File: config.mk
export PLATFORM = sky130hd
export DESIGN_NAME = boot_status_and_output_regs
export DESIGN_NICKNAME = d
export VERILOG_FILES = /design/src/pkg/boot_regs_pkg.sv /design/src/core/boot_pulse_timer.sv /design/src/core/boot_status_and_output_regs.sv
export SDC_FILE = /design/constraint.sdc
export NUM_CORES = 1
export LEC_CHECK = 0
export BUFFER_PORTS_ARGS = -buffer_cell sky130_fd_sc_hd__buf_4
export CAP_MARGIN = 20
export CORE_MARGIN = 3
export CORE_UTILIZATION = 61
export CTS_BUF_LIST = sky130_fd_sc_hd__clkbuf_4
export DETAILED_ROUTE_END_ITERATION = 16
export PLACE_DENSITY = 0.87
export SYNTH_ARGS = -nofsm -noshare
export SYNTH_HDL_FRONTEND = slang
export SYNTH_SLANG_ARGS = --single-unit
export TNS_END_PERCENT = 50
File: constraint.sdc
create_clock -name clk_sys_i -period 3.6 [get_ports clk_sys_i]
set_clock_uncertainty 0.05 [all_clocks]
set_input_delay 0.36 -clock clk_sys_i [delete_from_list [all_inputs] [get_ports clk_sys_i]]
set_output_delay 0.36 -clock clk_sys_i [all_outputs]
set_load 0.05 [all_outputs]
File: src/pkg/boot_regs_pkg.sv
// boot status and output register slice: shared constants and carriers
// assumes a byte-wide register port behind the serial interface decoder
package boot_regs_pkg;

  // register offsets
  localparam logic [7:0] OFS_BOOT_STATUS = 8'h00;
  localparam logic [7:0] OFS_TEMP_RESULT = 8'h01;
  localparam logic [7:0] OFS_MAG_LOW     = 8'h02;
  localparam logic [7:0] OFS_MAG_HIGH    = 8'h03;

  // field positions
  localparam int BOOT_FLAG_BIT = 0;

  // reset values
  localparam logic [7:0]  MAG_LOW_RESET   = 8'h00;
  localparam logic [7:0]  MAG_HIGH_RESET  = 8'h00;
  localparam logic [7:0]  TEMP_RESET      = 8'h00;
  localparam logic [11:0] MAG_VALUE_RESET = 12'h000;

  // boot pulse timing (clock 100 MHz)
  localparam int CLK_MHZ            = 100;
  localparam int BOOT_SHORT_US      = 1;
  localparam int BOOT_LONG_MS       = 1;
  localparam int BOOT_SHORT_CYCLES  = BOOT_SHORT_US * CLK_MHZ;
  localparam int BOOT_LONG_CYCLES   = BOOT_LONG_MS * 1000 * CLK_MHZ;

  // interrupt pin settings kept across soft reset
  typedef struct packed {
    logic polarity_high;
    logic open_drain;
    logic route_line_two;
  } irq_setup_t;

  // interrupt pin setup after power-on or hibernate exit
  localparam irq_setup_t IRQ_SETUP_RESET = '{polarity_high: 1'b1, open_drain: 1'b0, route_line_two: 1'b0};

  // result sample from the datapaths
  typedef struct packed {
    logic        sample_valid;
    logic [7:0]  temperature;
    logic [11:0] magnitude;
  } result_sample_t;

  // host register access
  typedef struct packed {
    logic       read_strobe;
    logic       write_strobe;
    logic [7:0] address;
    logic [7:0] write_data;
  } reg_access_t;

endpackage : boot_regs_pkg

File: src/core/boot_pulse_timer.sv
// one-shot pulse timer for the boot event output
// assumes start is a single-cycle pulse on clk_sys_i
module boot_pulse_timer #(
  parameter int WIDTH_BITS = 24
) (
  // clock and reset
  input  wire logic                  clk_sys_i,
  input  wire logic                  rstn_i,
  // control
  input  wire logic                  start_i,
  input  wire logic [WIDTH_BITS-1:0] length_i,
  // status
  output logic                       active_o
);

  logic [WIDTH_BITS-1:0] remaining;
  wire                   last_cycle = (remaining == WIDTH_BITS'(1));
  wire [WIDTH_BITS-1:0]  next_remaining = start_i ? length_i :
                                          (remaining != '0) ? remaining - WIDTH_BITS'(1) : remaining;

  always_ff @(posedge clk_sys_i or negedge rstn_i) begin
    if (!rstn_i) begin
      remaining <= '0;
      active_o  <= 1'b0;
    end else begin
      remaining <= next_remaining;
      active_o  <= start_i | ((remaining != '0) & ~last_cycle);
    end
  end

endmodule : boot_pulse_timer

File: src/core/boot_status_and_output_regs.sv
// boot flag, boot pulse pins, temperature and vector magnitude registers
// assumes serial decoder gives one-cycle strobes; results arrive as samples
module boot_status_and_output_regs #(
  parameter int SHORT_CYCLES = boot_regs_pkg::BOOT_SHORT_CYCLES,
  parameter int LONG_CYCLES  = boot_regs_pkg::BOOT_LONG_CYCLES,
  parameter int TIMER_BITS   = 24
) (
  // clock and reset
  input  wire logic                          clk_sys_i,
  input  wire logic                          rstn_i,
  // boot sequencing
  input  wire logic                          soft_reset_i,
  input  wire logic                          hibernate_exit_i,
  input  wire logic                          boot_finished_i,
  input  wire logic                          boot_mode_strap_i,
  input  wire logic                          boot_irq_enable_i,
  // interrupt pin setup writes
  input  wire logic                          setup_write_i,
  input  wire boot_regs_pkg::irq_setup_t     setup_data_i,
  // datapath inputs
  input  wire boot_regs_pkg::result_sample_t sample_i,
  input  wire logic                          magnitude_calc_enable_i,
  input  wire logic                          byte_order_select_i,
  // host register port
  input  wire boot_regs_pkg::reg_access_t    access_i,
  // host answers
  output logic [7:0]                         read_data_o,
  output logic                               read_valid_o,
  output logic                               access_refused_o,
  output logic                               data_ready_clear_o,
  output logic                               boot_done_flag_o,
  // interrupt pins
  output logic                               irq_line_one_o,
  output logic                               irq_line_one_oe_n_o,
  output logic                               irq_line_two_o,
  output logic                               irq_line_two_oe_n_o
);

  logic                      boot_done_flag;
  logic                      boot_seen;
  boot_regs_pkg::irq_setup_t irq_setup;
  logic                      strap_low;
  logic [7:0]                temperature_result;
  logic [11:0]               vector_magnitude;
  logic                      pulse_long;
  logic                      pulse_on_two;
  logic                      pulse_pol_high;
  logic                      pulse_open_drain;
  logic                      pulse_active;

  // flag clears on soft reset or hibernate exit
  wire flag_clear  = soft_reset_i | hibernate_exit_i;
  wire boot_event  = boot_finished_i & ~boot_seen & ~flag_clear;
  wire access_ok   = boot_done_flag;
  wire any_access  = access_i.read_strobe | access_i.write_strobe;
  wire read_ok     = access_i.read_strobe & access_ok;
  wire setup_take  = setup_write_i & access_ok;

  // route line one unless routed away
  wire route_two   = irq_setup.route_line_two;
  // strap high uses long low pulse on line two
  wire start_long  = boot_event & ~strap_low;
  // strap low pulse only when enabled
  wire start_short = boot_event & strap_low & boot_irq_enable_i;
  wire pulse_start = start_long | start_short;

  wire [TIMER_BITS-1:0] short_len = TIMER_BITS'(SHORT_CYCLES);
  wire [TIMER_BITS-1:0] long_len  = TIMER_BITS'(LONG_CYCLES);
  wire [TIMER_BITS-1:0] pulse_len = start_long ? long_len : short_len;

  wire [7:0] mag_le_low  = vector_magnitude[7:0];
  // high nibble right justified, upper zero
  wire [7:0] mag_le_high = {4'h0, vector_magnitude[11:8]};
  wire [7:0] mag_be_low  = vector_magnitude[11:4];
  wire [7:0] mag_be_high = {vector_magnitude[3:0], 4'h0};
  wire [7:0] mag_low_view  = byte_order_select_i ? mag_be_low : mag_le_low;
  wire [7:0] mag_high_view = byte_order_select_i ? mag_be_high : mag_le_high;

  wire hit_status = (access_i.address == boot_regs_pkg::OFS_BOOT_STATUS);
  wire hit_temp   = (access_i.address == boot_regs_pkg::OFS_TEMP_RESULT);
  wire hit_low    = (access_i.address == boot_regs_pkg::OFS_MAG_LOW);
  wire hit_high   = (access_i.address == boot_regs_pkg::OFS_MAG_HIGH);

  // value passes unscaled, zero means 25 degrees
  wire [7:0] status_view = {7'h00, boot_done_flag};
  wire [7:0] next_read_data = hit_status ? status_view :
                              hit_temp   ? temperature_result :
                              hit_low    ? mag_low_view :
                              hit_high   ? mag_high_view : 8'h00;

  wire next_drdy_clear = read_ok & (hit_low | hit_high);

  wire boot_regs_pkg::irq_setup_t next_irq_setup =
    setup_take ? setup_data_i :
    hibernate_exit_i ? boot_regs_pkg::IRQ_SETUP_RESET : irq_setup;

  // short pulse level from polarity, active high default; long pulse level always low
  wire line_level_on  = pulse_long ? 1'b0 : pulse_pol_high;
  wire line_od        = pulse_long | pulse_open_drain;
  wire line_drive_on  = pulse_active & (line_od ? ~line_level_on : 1'b1);
  wire line_idle_od   = line_od;
  wire line_value     = pulse_active ? line_level_on : ~line_level_on;
  wire line_oe_n      = line_idle_od ? ~line_drive_on : 1'b0;
  wire next_one_val   = pulse_on_two ? 1'b0 : line_value;
  wire next_one_oe_n  = pulse_on_two ? 1'b1 : line_oe_n;
  wire next_two_val   = pulse_on_two ? line_value : 1'b0;
  wire next_two_oe_n  = pulse_on_two ? line_oe_n : 1'b1;

  boot_pulse_timer #(
    .WIDTH_BITS (TIMER_BITS)
  ) u_boot_pulse_timer (
    .clk_sys_i (clk_sys_i),
    .rstn_i    (rstn_i),
    .start_i   (pulse_start),
    .length_i  (pulse_len),
    .active_o  (pulse_active)
  );

  // strap caught after reset release
  logic strap_caught;
  always_ff @(posedge clk_sys_i or negedge rstn_i) begin
    if (!rstn_i) begin
      strap_caught <= 1'b0;
      strap_low    <= 1'b1;
    end else if (!strap_caught) begin
      strap_caught <= 1'b1;
      strap_low    <= ~boot_mode_strap_i;
    end
  end

  always_ff @(posedge clk_sys_i or negedge rstn_i) begin
    if (!rstn_i) begin
      boot_done_flag <= 1'b0;
      boot_seen      <= 1'b0;
    end else begin
      boot_done_flag <= flag_clear ? 1'b0 : (boot_done_flag | boot_event);
      boot_seen      <= flag_clear ? 1'b0 : (boot_seen | boot_event);
    end
  end

  always_ff @(posedge clk_sys_i or negedge rstn_i) begin
    if (!rstn_i) begin
      irq_setup <= boot_regs_pkg::IRQ_SETUP_RESET;
    end else begin
      irq_setup <= next_irq_setup;
    end
  end

  // pulse shape latched at start
  always_ff @(posedge clk_sys_i or negedge rstn_i) begin
    if (!rstn_i) begin
      pulse_long       <= 1'b0;
      pulse_on_two     <= 1'b0;
      pulse_pol_high   <= 1'b1;
      pulse_open_drain <= 1'b0;
    end else if (pulse_start) begin
      pulse_long       <= start_long;
      pulse_on_two     <= start_long | route_two;
      pulse_pol_high   <= irq_setup.polarity_high;
      pulse_open_drain <= irq_setup.open_drain;
    end
  end

  always_ff @(posedge clk_sys_i or negedge rstn_i) begin
    if (!rstn_i) begin
      temperature_result <= boot_regs_pkg::TEMP_RESET;
      vector_magnitude   <= boot_regs_pkg::MAG_VALUE_RESET;
    end else if (sample_i.sample_valid) begin
      temperature_result <= sample_i.temperature;
      if (magnitude_calc_enable_i) begin
        vector_magnitude <= sample_i.magnitude;
      end
    end
  end

  // host answers
  always_ff @(posedge clk_sys_i or negedge rstn_i) begin
    if (!rstn_i) begin
      read_data_o        <= 8'h00;
      read_valid_o       <= 1'b0;
      access_refused_o   <= 1'b0;
      data_ready_clear_o <= 1'b0;
      boot_done_flag_o   <= 1'b0;
    end else begin
      read_data_o        <= read_ok ? next_read_data : 8'h00;
      read_valid_o       <= read_ok;
      access_refused_o   <= any_access & ~access_ok;
      data_ready_clear_o <= next_drdy_clear;
      boot_done_flag_o   <= flag_clear ? 1'b0 : (boot_done_flag | boot_event);
    end
  end

  always_ff @(posedge clk_sys_i or negedge rstn_i) begin
    if (!rstn_i) begin
      irq_line_one_o      <= 1'b0;
      irq_line_one_oe_n_o <= 1'b0;
      irq_line_two_o      <= 1'b0;
      irq_line_two_oe_n_o <= 1'b1;
    end else begin
      irq_line_one_o      <= next_one_val;
      irq_line_one_oe_n_o <= next_one_oe_n;
      irq_line_two_o      <= next_two_val;
      irq_line_two_oe_n_o <= next_two_oe_n;
    end
  end

endmodule : boot_status_and_output_regs

* Word-level counts from Yosys, hierarchy flattened *
Cells that the tools add are included.

storage, ports and cells
  register bits = 71
  logic and storage cells = 83
  output and inout bits = 16
  input port bits = 52

cells by class
  bitwise operators = 28
  equality and inequality tests = 4
  reductions and logical operators = 5
  multiplexer cells = 22
  add/subtract/negate cells = 1

operator list
  operator                                            count
  two-way mux 8 bit                                   7
  two-way mux 24 bit                                  2
  == test 24 x 1 -> 1 bit, second input constant      1
  nonzero test 24 bit                                 1
  subtractor 24 x 1 -> 24 bit, second input constant  1
  two-way mux 17 bit                                  1
  == test 8 x 2 -> 1 bit, second input constant       2
  AND 1 bit                                           11
  two-way mux 1 bit                                   10
  bitwise OR 1 bit                                    9
  == test 8 x 1 -> 1 bit, second input constant       1
  logical NOT 8 bit                                   1
  NOT 1 bit                                           8
  two-way mux 3 bit                                   2
  nonzero test 2 bit                                  2
  AND reduction 2 bit                                 1

* Logic depth before layout (Yosys ltp) *
Gate-level depths: netlist of the first run.

  depth in word-level cells = 7
  mapped depth = 8
  gate-level depth less buffers = 7

* By module *
A second synthesis of the first run with hierarchy kept.

second synthesis, totals
  cells, all modules = 350
  area total of the unflattened synthesis = 3590.9 µm²

by module, submodules not included
  module                       instances  cells each  sequential area each (µm²)  area an instance (µm²)
  boot_status_and_output_regs  1          166         1156.1                      2016.9
  boot_pulse_timer             1          184         625.6                       1574.0

* Worst setup path before layout of the first run *
Ideal clock, no wire load.

  kind = reg-to-reg
  start point = reg u_boot_pulse_timer.remaining[0]
  end point = reg u_boot_pulse_timer.remaining[14]
  library setup time = 0.079 ns
  cell stages (with the launch flop) = 9
  path slack = 1.569 ns
  required time = 3.471 ns
  arrival time = 1.902 ns
  cell sequence = dfrtp_1 -> inv_1 -> ha_1 -> or3b_2 -> clkbuf_1 -> nor2_1 -> o211ai_1 -> nor3_1 -> mux2i_1

on the way
  cells in the longest elaborated chain, start to end = 3
  elaborated cells between the ends (all ways) = 5
  classes of those cells = add/sub: 1; mux: 2; reduce/logical: 2

RTL lines
  what                         line                    source
  start, declared              boot_pulse_timer.sv:16  logic [WIDTH_BITS-1:0] remaining;
  start signal, assigned       boot_pulse_timer.sv:26  remaining <= next_remaining;
  subtractor 24 x 1 -> 24 bit  boot_pulse_timer.sv:19  (remaining != '0) ? remaining - WIDTH_BITS'(1) : remaining;
  two-way mux 24 bit           boot_pulse_timer.sv:19
  two-way mux 24 bit           boot_pulse_timer.sv:18  wire [WIDTH_BITS-1:0] next_remaining = start_i ? length_i :

Parallel ways exist; a longest one is shown, timed or not. The select of a mux whose other input is x is not followed.
A chain may end at the register's enable or synchronous reset.

* Worst setup path in the final report of the first run *
  start point = reg u_boot_pulse_timer.remaining[20]
  end point = reg u_boot_pulse_timer.remaining[9]

on the way
  cells in the longest elaborated chain, start to end = 2

RTL lines
  what                          line
  nonzero test 24 bit           boot_pulse_timer.sv:19
  nonzero test 2 bit (no line)  n/a

Every way passes these cells.

==> results.py, run 1 <==
metrics = {
    "run_status": {
        "status": "finished with violations",
        "failed_checks": "negative hold slack",
    },
    "synthesis": {
        "syn-instance-count": 320,
        "synthesis.area_um2": 3340,
        "async_flop_share": 1.00,
        "synth_top_area_share": 0.502,
        "synth-seq-cells": 71,
        "synth_top_flop_cell": "dfrtp_1",
        "syn_nets": 375,
        "synth_edf_count": 0,
        "yosysSeqAreaShare": 0.533,
        "yosysWarnings": 0,
        "synth_top_area_cell": "dfrtp_1",
        "avgSynthCellArea_um2": 10.4,
        "synthTopCellsByArea": "dfrtp_1 (50%), mux2_2 (6.7%), nand2_1 (4.6%), nor2_1 (3.6%), mux2i_1 (3.3%)",
        "synth.distinct_cells": 45,
    },
    "placement": {
        "io_buffers": 59,
        "gp_congestion": 0.851,
        "dp_hpwl_mm": 5.06,
        "pre_cts_ws_ns": 1.18,
    },
    "floorplanning": {
        "start_util": 0.642,
        "dieArea_um2": 6400,
        "io_pins": 68,
        "num_rows": 26,
        "die_height_um": 80.0,
        "core_area_um2": 5200,
        "die_w_um": 80.0,
    },
    "pwr": {
        "netSwitchingFraction": 0.323,
        "p_clk_frac": 0.234,
        "p_int_w": 0.00133,
        "p_comb_frac": 0.239,
        "power.share.sequential": 0.527,
        "ir_drop_mv": 0.382,
        "power.density_nw_per_um2": 497,
        "power_leakage_nw": 1.85,
        "p_switching_w": 0.000634,
    },
    "global_route": {
        "grt-ovfl-total": 0,
        "grt_pass1_vias": 2450,
        "gr-usage-all-layers": 0.236,
        "grt_antenna_before_repair": 0,
        "grt_pass1_wl_mm": 11.6,
        "grt_max_degree": 72,
    },
    "timing": {
        "tns_ns": 0,
        "fmax_mhz": 403,
        "slew_viol_final": 0,
        "slew_headroom": 0.426,
        "whs_ns": -0.00646,
        "setup_violations": 0,
        "grt_setup_unrepaired": "false",
        "fin_crit_sh": 0.690,
        "period_needed_ns": 2.48,
        "worst_slack_ns": 1.12,
        "finalHoldViolations": 3,
        "tightest_slew_ns": 0.861,
    },
    "final_layout": {
        "drive_above_1_share": 0.276,
        "multiInputGateArea_um2": 1480,
        "n_antenna_cell": 0,
        "seq_area_um2": 1780,
        "area_delta_synth_final_pct": 18.4,
        "fill_cells": 365,
        "layout.nets": 435,
    },
    "setup_path": {
        "path_delay_family": "simple AND/OR/NAND/NOR gates",
        "slowest_stage": "nor4_1",
        "r2r-start": "u_boot_pulse_timer.remaining[20]",
        "end_kind": "flop",
        "worstPathRequired_ns": 3.83,
        "critPathArrivalTime_ns": 2.71,
        "cp_cell_sequence": "nor4_1, nand4_1, nor2_1, a2bb2oi_1, a21boi_0",
        "cp_max_fo": 8,
        "max_stage_delay_ns": 0.56,
        "critical_path_buf_inv_count": 0,
        "reg2reg_depth": 5,
        "start_kind": "flop",
        "reg2reg_to": "u_boot_pulse_timer.remaining[9]",
        "worst-setup-path-type": "reg -> reg",
        "reg2reg_setup_slack_ns": 1.12,
    },
    "detailed_routing": {
        "drc": 0,
        "vias": 2576,
        "postRouteAntennaNets": 0,
        "dr.pass1.iters": 4,
        "wire_per_inst_um": 15.1,
        "drtIter0Drc": 185,
        "via_per_inst": 5.67,
        "wirelength_mm": 6.85,
    },
    "clock_network": {
        "clk_pin_slew_ns": 0.11,
        "root_buffer": "clkbuf_4",
        "post_cts_buffers": 0,
        "numCtsBuffers": 9,
        "clk_latency_ns": 0.41,
        "cts_buffer_depth": 2,
        "h-tree-depth": 3,
        "cts_tree": "built",
        "ctsResizeCount": 0,
        "clock_sinks": 71,
        "ctsHoldBuffers": 0,
    },
    "min_path": {
        "hp-class": "in -> async",
    },
    "run": {
        "cap_violations": 0,
    },
}
## synth_stat cells, drive strengths merged (5+ instances only)
library cell	instances
xor2	10
nand2	41
nor3	11
or4	8
nor4	11
inv	9
a21oi	17
mux2	20
dfrtp	67
o21ai	10
xnor2	5
nor2	32
clkbuf	10
mux2i	11
## worst max path at each step
| stage | start | end | slack [ns] | depth (start not counted) |
|---|---|---|---|---|
| global route | u_boot_pulse_timer.remaining[20] | u_boot_pulse_timer.remaining[9] | 0.98 | 5 |
| finish | u_boot_pulse_timer.remaining[20] | u_boot_pulse_timer.remaining[9] | 1.12 | 5 |
| global placement | hibernate_exit_i | u_boot_pulse_timer.remaining[23] | 1.26 | 6 |
| CTS | u_boot_pulse_timer.remaining[20] | u_boot_pulse_timer.remaining[9] | 1.20 | 5 |
| detailed placement | hibernate_exit_i | u_boot_pulse_timer.remaining[23] | 1.18 | 6 |
| floorplan | u_boot_pulse_timer.remaining[0] | u_boot_pulse_timer.remaining[14] | 1.57 | 8 |
## cell families (layout without fill, tap and decap cells)
group                    Yosys count  in the layout  share of synthesized area
AND/OR/NAND/NOR                  130            130                      0.197
flip-flops                        71             71                      0.533
AO/OA/AOI/OAI                     49             49                     0.0944
multiplexers                      31             31                      0.100
buffers and inverters             20             84                     0.0228
XOR/XNOR                          15             15                     0.0393
adder cells (fa/ha/maj)            3              3                     0.0112
other                              1              1                    0.00112
## cells in the final DEF (no fill, tap or decap), drive strengths merged, types with 8 or more instances in the layout
master / instances
mux2i: 11
inv: 9
xor2: 10
o21ai: 10
nand2: 41
mux2: 20
buf: 60
clkbuf: 9
or4: 8
nor3: 11
dfrtp: 67
a21oi: 17
nor4: 11
nor2: 32
## metal layers
metal  track usage  routed length, µm  part of all wire
met5             0                  0                 0
met4         0.105                100             0.015
met3        0.0553                395             0.058
met2         0.353               3250              0.47
met1         0.327               3100              0.45
## power by group through the flow
stage	Sequential, W	Clock, W	Combinational (W)
after detailed placement	0.00105	0	0.000468
final	0.00104	0.000460	0.000470
after global routing	0.00105	0.000509	0.000523
after CTS	0.00103	0.000468	0.000471
after floorplan	0.00107	0	0.000294
after global placement	0.00104	0	0.000452
## layout make-up
cell class                 instances  share of cell area
sequential                        71               0.450
multi-input combinational        229               0.375
timing repair buffer              60               0.114
tap                               70              0.0221
clock buffer                       9              0.0171
clock inverter                     6              0.0133
inverter                           9             0.00854
## state kept, by name, summed over array words and instances (netlist names)
name and cells:
access_refused_o 1, boot_done_flag_o 1, boot_seen 1, data_ready_clear_o 1, irq_line_one_o 1, irq_line_one_oe_n_o 1, irq_line_two_o 1, irq_line_two_oe_n_o 1
irq_setup 2, pulse_long 1, pulse_on_two 1, pulse_open_drain 1, pulse_pol_high 1, read_data_o 8, read_valid_o 1, route_two 1
strap_caught 1, strap_low 1, temperature_result 8, u_boot_pulse_timer.active_o 1, u_boot_pulse_timer.remaining 24, vector_magnitude 12
## stage by stage
stage	instances	cell area [µm²]	power (W)	utilization	hold WS [ns]
after floorplan	320	3340	0.00136	-	0.0144
after global placement	439	3840	0.00149	0.737	0.356
after detailed placement	439	3840	0.00152	0.737	0.374
after CTS	454	3960	0.00197	0.760	0.0267
after global routing	454	3960	0.00209	0.760	0.0313
final	454	3960	0.00197	0.760	-0.00646
Note: power is estimated with default switching activity, not from simulation.
==> run 2, diff against run 1 <==
--- a/config.mk
+++ b/config.mk
@@ -8,10 +8,10 @@
 export BUFFER_PORTS_ARGS = -buffer_cell sky130_fd_sc_hd__buf_4
 export CAP_MARGIN = 20
 export CORE_MARGIN = 3
-export CORE_UTILIZATION = 61
+export CORE_UTILIZATION = 51
 export CTS_BUF_LIST = sky130_fd_sc_hd__clkbuf_4
 export DETAILED_ROUTE_END_ITERATION = 16
-export PLACE_DENSITY = 0.87
+export PLACE_DENSITY = 0.78
 export SYNTH_ARGS = -nofsm -noshare
 export SYNTH_HDL_FRONTEND = slang
 export SYNTH_SLANG_ARGS = --single-unit
==> constraint.sdc (replaced) <==
create_clock -name clk_sys_i -period 2 [get_ports clk_sys_i]
set_clock_uncertainty 0.05 [all_clocks]
set_input_delay 0.2 -clock clk_sys_i [delete_from_list [all_inputs] [get_ports clk_sys_i]]
set_output_delay 0.2 -clock clk_sys_i [all_outputs]
set_load 0.05 [all_outputs]
==> results.py, run 2 (synthesized netlist as in run 1, its figures left out) <==
metrics = {
    "placement": {
        "placed_cell_area_um2": 4130,
        "gp_congestion": 0.845,
        "pre_cts_ws_ns": -0.100,
        "dp_hpwl_mm": 5.74,
        "io_buffers": 59,
    },
    "pwr": {
        "total_power_w": 0.00408,
        "power_leakage_nw": 2.22,
        "power.density_nw_per_um2": 856,
        "ir_drop_mv": 0.671,
    },
    "floorplanning": {
        "core_area_um2": 6130,
        "dieArea_um2": 7560,
        "die_height_um": 86.9,
        "die_w_um": 86.9,
        "num_rows": 28,
        "io_pins": 68,
        "start_util": 0.545,
    },
    "global_route": {
        "gr-usage-all-layers": 0.245,
        "grt-ovfl-total": 0,
        "grt_pass1_wl_mm": 14.0,
        "grt_antenna_before_repair": 0,
        "grt_pass1_vias": 2935,
        "grt_max_degree": 39,
    },
    "min_path": {
        "hp-class": "in -> reg",
    },
    "clock_network": {
        "clock_sinks": 71,
        "cts_buffer_depth": 2,
        "numCtsBuffers": 9,
        "clk_latency_ns": 0.42,
        "root_buffer": "clkbuf_4",
        "h-tree-depth": 3,
        "cts_tree": "built",
        "clk_pin_slew_ns": 0.13,
    },
    "final_layout": {
        "drive_above_1_share": 0.376,
        "layout.nets": 507,
        "fill_cells": 402,
        "largest-register": "u_boot_pulse_timer.remaining",
        "top_regs": "u_boot_pulse_timer.remaining (24), vector_magnitude (12)",
        "n_antenna_cell": 0,
        "final_area_um2": 4760,
        "final_util": 0.777,
        "seq_area_um2": 1780,
        "area_delta_synth_final_pct": 42.6,
        "final_cell_mix": "buf_4 (99), dfrtp_1 (67), nand2_1 (39)",
        "largest_reg_flops": 24,
        "multiInputGateArea_um2": 1640,
        "final_common_cell": "buf_4",
    },
    "detailed_routing": {
        "drtIter0Drc": 187,
        "drt-met1-wl_mm": 3.67,
        "via_per_inst": 5.48,
        "wl_met2_mm": 4.45,
        "wirelength_mm": 8.67,
        "wire_per_inst_um": 16.3,
        "top_layer_used": "met4",
        "postRouteAntennaNets": 0,
        "drc": 0,
        "dr.pass1.iters": 4,
        "wl_met3_um": 386,
        "vias": 2913,
    },
    "timing": {
        "slew_headroom": 0.667,
        "grt_setup_unrepaired": "true",
        "worst_slack_ns": -0.0891,
        "slew_viol_final": 0,
        "fmax_mhz": 479,
        "period_needed_ns": 2.09,
        "setup_violations": 4,
        "finalHoldViolations": 0,
        "fin_crit_sh": 1.04,
        "tightest_slew_ns": 0.499,
    },
    "setup_path": {
        "cp_max_fo": 8,
        "worstPathRequired_ns": 2.30,
        "end_kind": "flop",
        "start_kind": "flop",
        "critPathArrivalTime_ns": 2.39,
        "worst-setup-path-type": "reg -> reg",
    },
    "run_status": {
        "failed_checks": "negative setup slack",
        "status": "finished with violations",
    },
    "run": {
        "cap_violations": 0,
    },
}
==> run 2: worst paths after layout <==
kind	from	endpoint	slack, ns	cells after the start
max reg2reg	u_boot_pulse_timer.remaining[3]	u_boot_pulse_timer.remaining[13]	-0.09	5
max	u_boot_pulse_timer.remaining[3]	u_boot_pulse_timer.remaining[13]	-0.09	5
min in group asynchronous	rstn_i	vector_magnitude[7]	0.21	2
max in group asynchronous	rstn_i	strap_low	1.09	3
min	setup_write_i	irq_setup[2]	0.04	3
min reg2reg	strap_caught	strap_low	0.37	1
==> run 2: per-stage QoR <==
stage               std cells  setup TNS (ns)  hold slack [ns]
floorplan                 320               0           -0.146
global placement          479         -0.0255            0.143
finish                    532          -0.279           0.0444
detailed placement        479          -0.334            0.146
global route              532           -1.04           0.0430
CTS                       531          -0.246           0.0189
==> run 2: power by group <==
part | switching, W | internal, W | total, W
Combinational | 0.000649 | 0.000635 | 0.00128
Sequential | 0.000204 | 0.00166 | 0.00186
Clock | 0.000548 | 0.000382 | 0.000931
==> run 2: layer usage <==
metal / vias up / global-route usage
li1: 1399 / -
met1: 1426 / 0.309
met2: 75 / 0.417
met3: 13 / 0.0426
met4: 0 / 0.0963
met5: - / 0
==> run 2: timing repair <==
action | CTS | global route
pin swaps | 2 | 6
hold buffers | 32 | 0
gates resized for setup | 7 | 21
endpoints found under the setup margin | 7 | 23
setup buffers | 4 | 2
hold endpoints to repair | 60 | 0
==> run 2: final cells by class <==
cell class / instances / area share
clock inverter: 7 / 0.0152
timing repair buffer: 132 / 0.226
multi-input combinational: 229 / 0.344
clock buffer: 9 / 0.0142
tap: 75 / 0.0197
inverter: 9 / 0.00762
sequential: 71 / 0.374
==> run 2: critical path, cell delays in order (launching register included) <==
cell and delay (ns):
dfrtp_1 0.40, or4_4 0.56, nor4_4 0.33, o21ai_4 0.17, or4_1 0.43, nand2_1 0.09
==> run 3, diff against run 2 <==
--- a/config.mk
+++ b/config.mk
@@ -8,10 +8,11 @@
 export BUFFER_PORTS_ARGS = -buffer_cell sky130_fd_sc_hd__buf_4
 export CAP_MARGIN = 20
 export CORE_MARGIN = 3
-export CORE_UTILIZATION = 51
+export CORE_UTILIZATION = 61
 export CTS_BUF_LIST = sky130_fd_sc_hd__clkbuf_4
 export DETAILED_ROUTE_END_ITERATION = 16
-export PLACE_DENSITY = 0.78
+export PLACE_DENSITY = 0.83
+export SLEW_MARGIN = 20
 export SYNTH_ARGS = -nofsm -noshare
 export SYNTH_HDL_FRONTEND = slang
 export SYNTH_SLANG_ARGS = --single-unit
==> constraint.sdc (replaced) <==
create_clock -name clk_sys_i -period 2.6 [get_ports clk_sys_i]
set_clock_uncertainty 0.05 [all_clocks]
set_input_delay 0.26 -clock clk_sys_i [delete_from_list [all_inputs] [get_ports clk_sys_i]]
set_output_delay 0.26 -clock clk_sys_i [all_outputs]
set_load 0.05 [all_outputs]
==> results.py, run 3 (synthesized netlist as in run 1, its figures left out) <==
metrics = {
    "run_status": {
        "status": "completed",
    },
    "global_route": {
        "grtUsageMet1": 0.316,
        "busiest_layer": "met2",
        "grt-ovfl-total": 0,
        "gr-usage-all-layers": 0.243,
        "grt_max_degree": 72,
        "grt_antenna_before_repair": 0,
        "grt_pass1_wl_mm": 11.8,
        "grt_pass1_vias": 2622,
        "grtUsageMet2": 0.394,
        "grtUsageMet3": 0.0508,
    },
    "detailed_routing": {
        "drc": 0,
        "wirelength_mm": 7.20,
        "drtIter0Drc": 187,
        "vias": 2594,
        "dr.pass1.iters": 4,
        "via_per_inst": 5.55,
        "postRouteAntennaNets": 0,
        "wire_per_inst_um": 15.4,
    },
    "final_layout": {
        "final_common_cell": "dfrtp_1",
        "largest-register": "u_boot_pulse_timer.remaining",
        "drive_above_1_share": 0.287,
        "final_area_um2": 4100,
        "largest_reg_flops": 24,
        "final_cell_mix": "dfrtp_1 (67), buf_4 (66), nand2_1 (41)",
        "n_antenna_cell": 0,
        "top_regs": "u_boot_pulse_timer.remaining (24), vector_magnitude (12)",
        "final_util": 0.788,
        "layout.nets": 447,
        "area_delta_synth_final_pct": 22.8,
    },
    "timing": {
        "slew_viol_final": 0,
        "fin_crit_sh": 0.857,
        "tns_ns": 0,
        "fmax_mhz": 449,
        "period_needed_ns": 2.23,
        "tightest_slew_ns": 0.833,
        "grt_setup_unrepaired": "false",
        "setup_violations": 0,
        "slew_headroom": 0.445,
        "finalHoldViolations": 0,
    },
    "floorplanning": {
        "core_area_um2": 5200,
        "die_w_um": 80.0,
        "die_height_um": 80.0,
        "dieArea_um2": 6400,
        "num_rows": 26,
        "start_util": 0.642,
        "io_pins": 68,
    },
    "clock_network": {
        "cts_tree": "built",
        "clock_sinks": 71,
        "root_buffer": "clkbuf_4",
        "numCtsBuffers": 9,
        "clk_latency_ns": 0.41,
        "clk_pin_slew_ns": 0.11,
        "h-tree-depth": 3,
        "cts_buffer_depth": 2,
    },
    "placement": {
        "gp_congestion": 0.838,
        "placed_cell_area_um2": 3880,
        "io_buffers": 59,
        "dp_hpwl_mm": 5.15,
    },
    "setup_path": {
        "r2r-start": "u_boot_pulse_timer.remaining[1]",
        "critPathArrivalTime_ns": 2.51,
        "reg2reg_setup_slack_ns": 0.37,
        "start_kind": "flop",
        "reg2reg_to": "u_boot_pulse_timer.remaining[14]",
        "end_kind": "flop",
        "cp_max_fo": 6,
        "worst-setup-path-type": "reg -> reg",
        "reg2reg_depth": 7,
        "worstPathRequired_ns": 2.88,
    },
    "pwr": {
        "power_leakage_nw": 1.92,
        "power.density_nw_per_um2": 702,
        "ir_drop_mv": 0.575,
        "total_power_w": 0.00288,
    },
    "min_path": {
        "holdPathEnd": "access_refused_o",
        "min_from": "access_i[17]",
        "holdPathStages": 3,
        "hp-class": "in -> reg",
    },
    "run": {
        "cap_violations": 0,
    },
}
## run 3: worst max-delay path by stage
stage | start | endpoint | slack (ns) | cells after the start
after floorplan | u_boot_pulse_timer.remaining[0] | u_boot_pulse_timer.remaining[14] | 0.57 | 8
after CTS | u_boot_pulse_timer.remaining[1] | u_boot_pulse_timer.remaining[14] | 0.39 | 7
after detailed placement | u_boot_pulse_timer.remaining[1] | u_boot_pulse_timer.remaining[14] | 0.42 | 7
after global routing | u_boot_pulse_timer.remaining[1] | u_boot_pulse_timer.remaining[14] | 0.21 | 7
final | u_boot_pulse_timer.remaining[1] | u_boot_pulse_timer.remaining[14] | 0.37 | 7
after global placement | u_boot_pulse_timer.remaining[0] | u_boot_pulse_timer.remaining[14] | 0.48 | 7
## run 3: per-stage QoR
step	std cells	hold WS, ns	worst slack [ns]
6_report	467	0.0239	0.372
5_1_grt	467	0.0000633	0.214
4_1_cts	467	0.00948	0.385
3_5_place_dp	445	0.355	0.423
3_3_place_gp	445	0.350	0.481
2_1_floorplan	320	-0.0856	0.569
## run 3: timing repair
item	4_1_cts	5_1_grt
setup buffers	0	0
resized for setup	0	0
endpoints found under the hold margin	71	0
hold buffers	6	0
## run 3: layout make-up
| type | count | area (µm²) |
|---|---|---|
| clock buffer | 10 | 75.1 |
| clock inverter | 6 | 85.1 |
| fill | 344 | 1100 |
| inverter | 9 | 33.8 |
| multi-input combinational | 229 | 1480 |
| sequential | 71 | 1780 |
| tap | 70 | 87.6 |
| timing repair buffer | 72 | 556 |
## run 3: power breakdown
part | switching [W] | leakage [nW] | internal [W]
combinational | 0.000364 | 0.956 | 0.000301
sequential | 0.000165 | 0.880 | 0.00127
clock | 0.000376 | 0.0840 | 0.000398
total | 0.000905 | 1.92 | 0.00197
## run 3: metal layers
| metal | share of wire | wire length [µm] |
|---|---|---|
| met1 | 0.44 | 3130 |
| met5 | 0 | 0 |
| met4 | 0.022 | 158 |
| met2 | 0.49 | 3530 |
| met3 | 0.053 | 379 |
## run 3: critical path, cell delays in order, from the launching register on
cell and delay (ns):
dfrtp_1 0.43, inv_1 0.13, ha_1 0.19, or3b_2 0.55, nor2_1 0.20, o211ai_1 0.17
nor3_1 0.22, mux2i_1 0.22
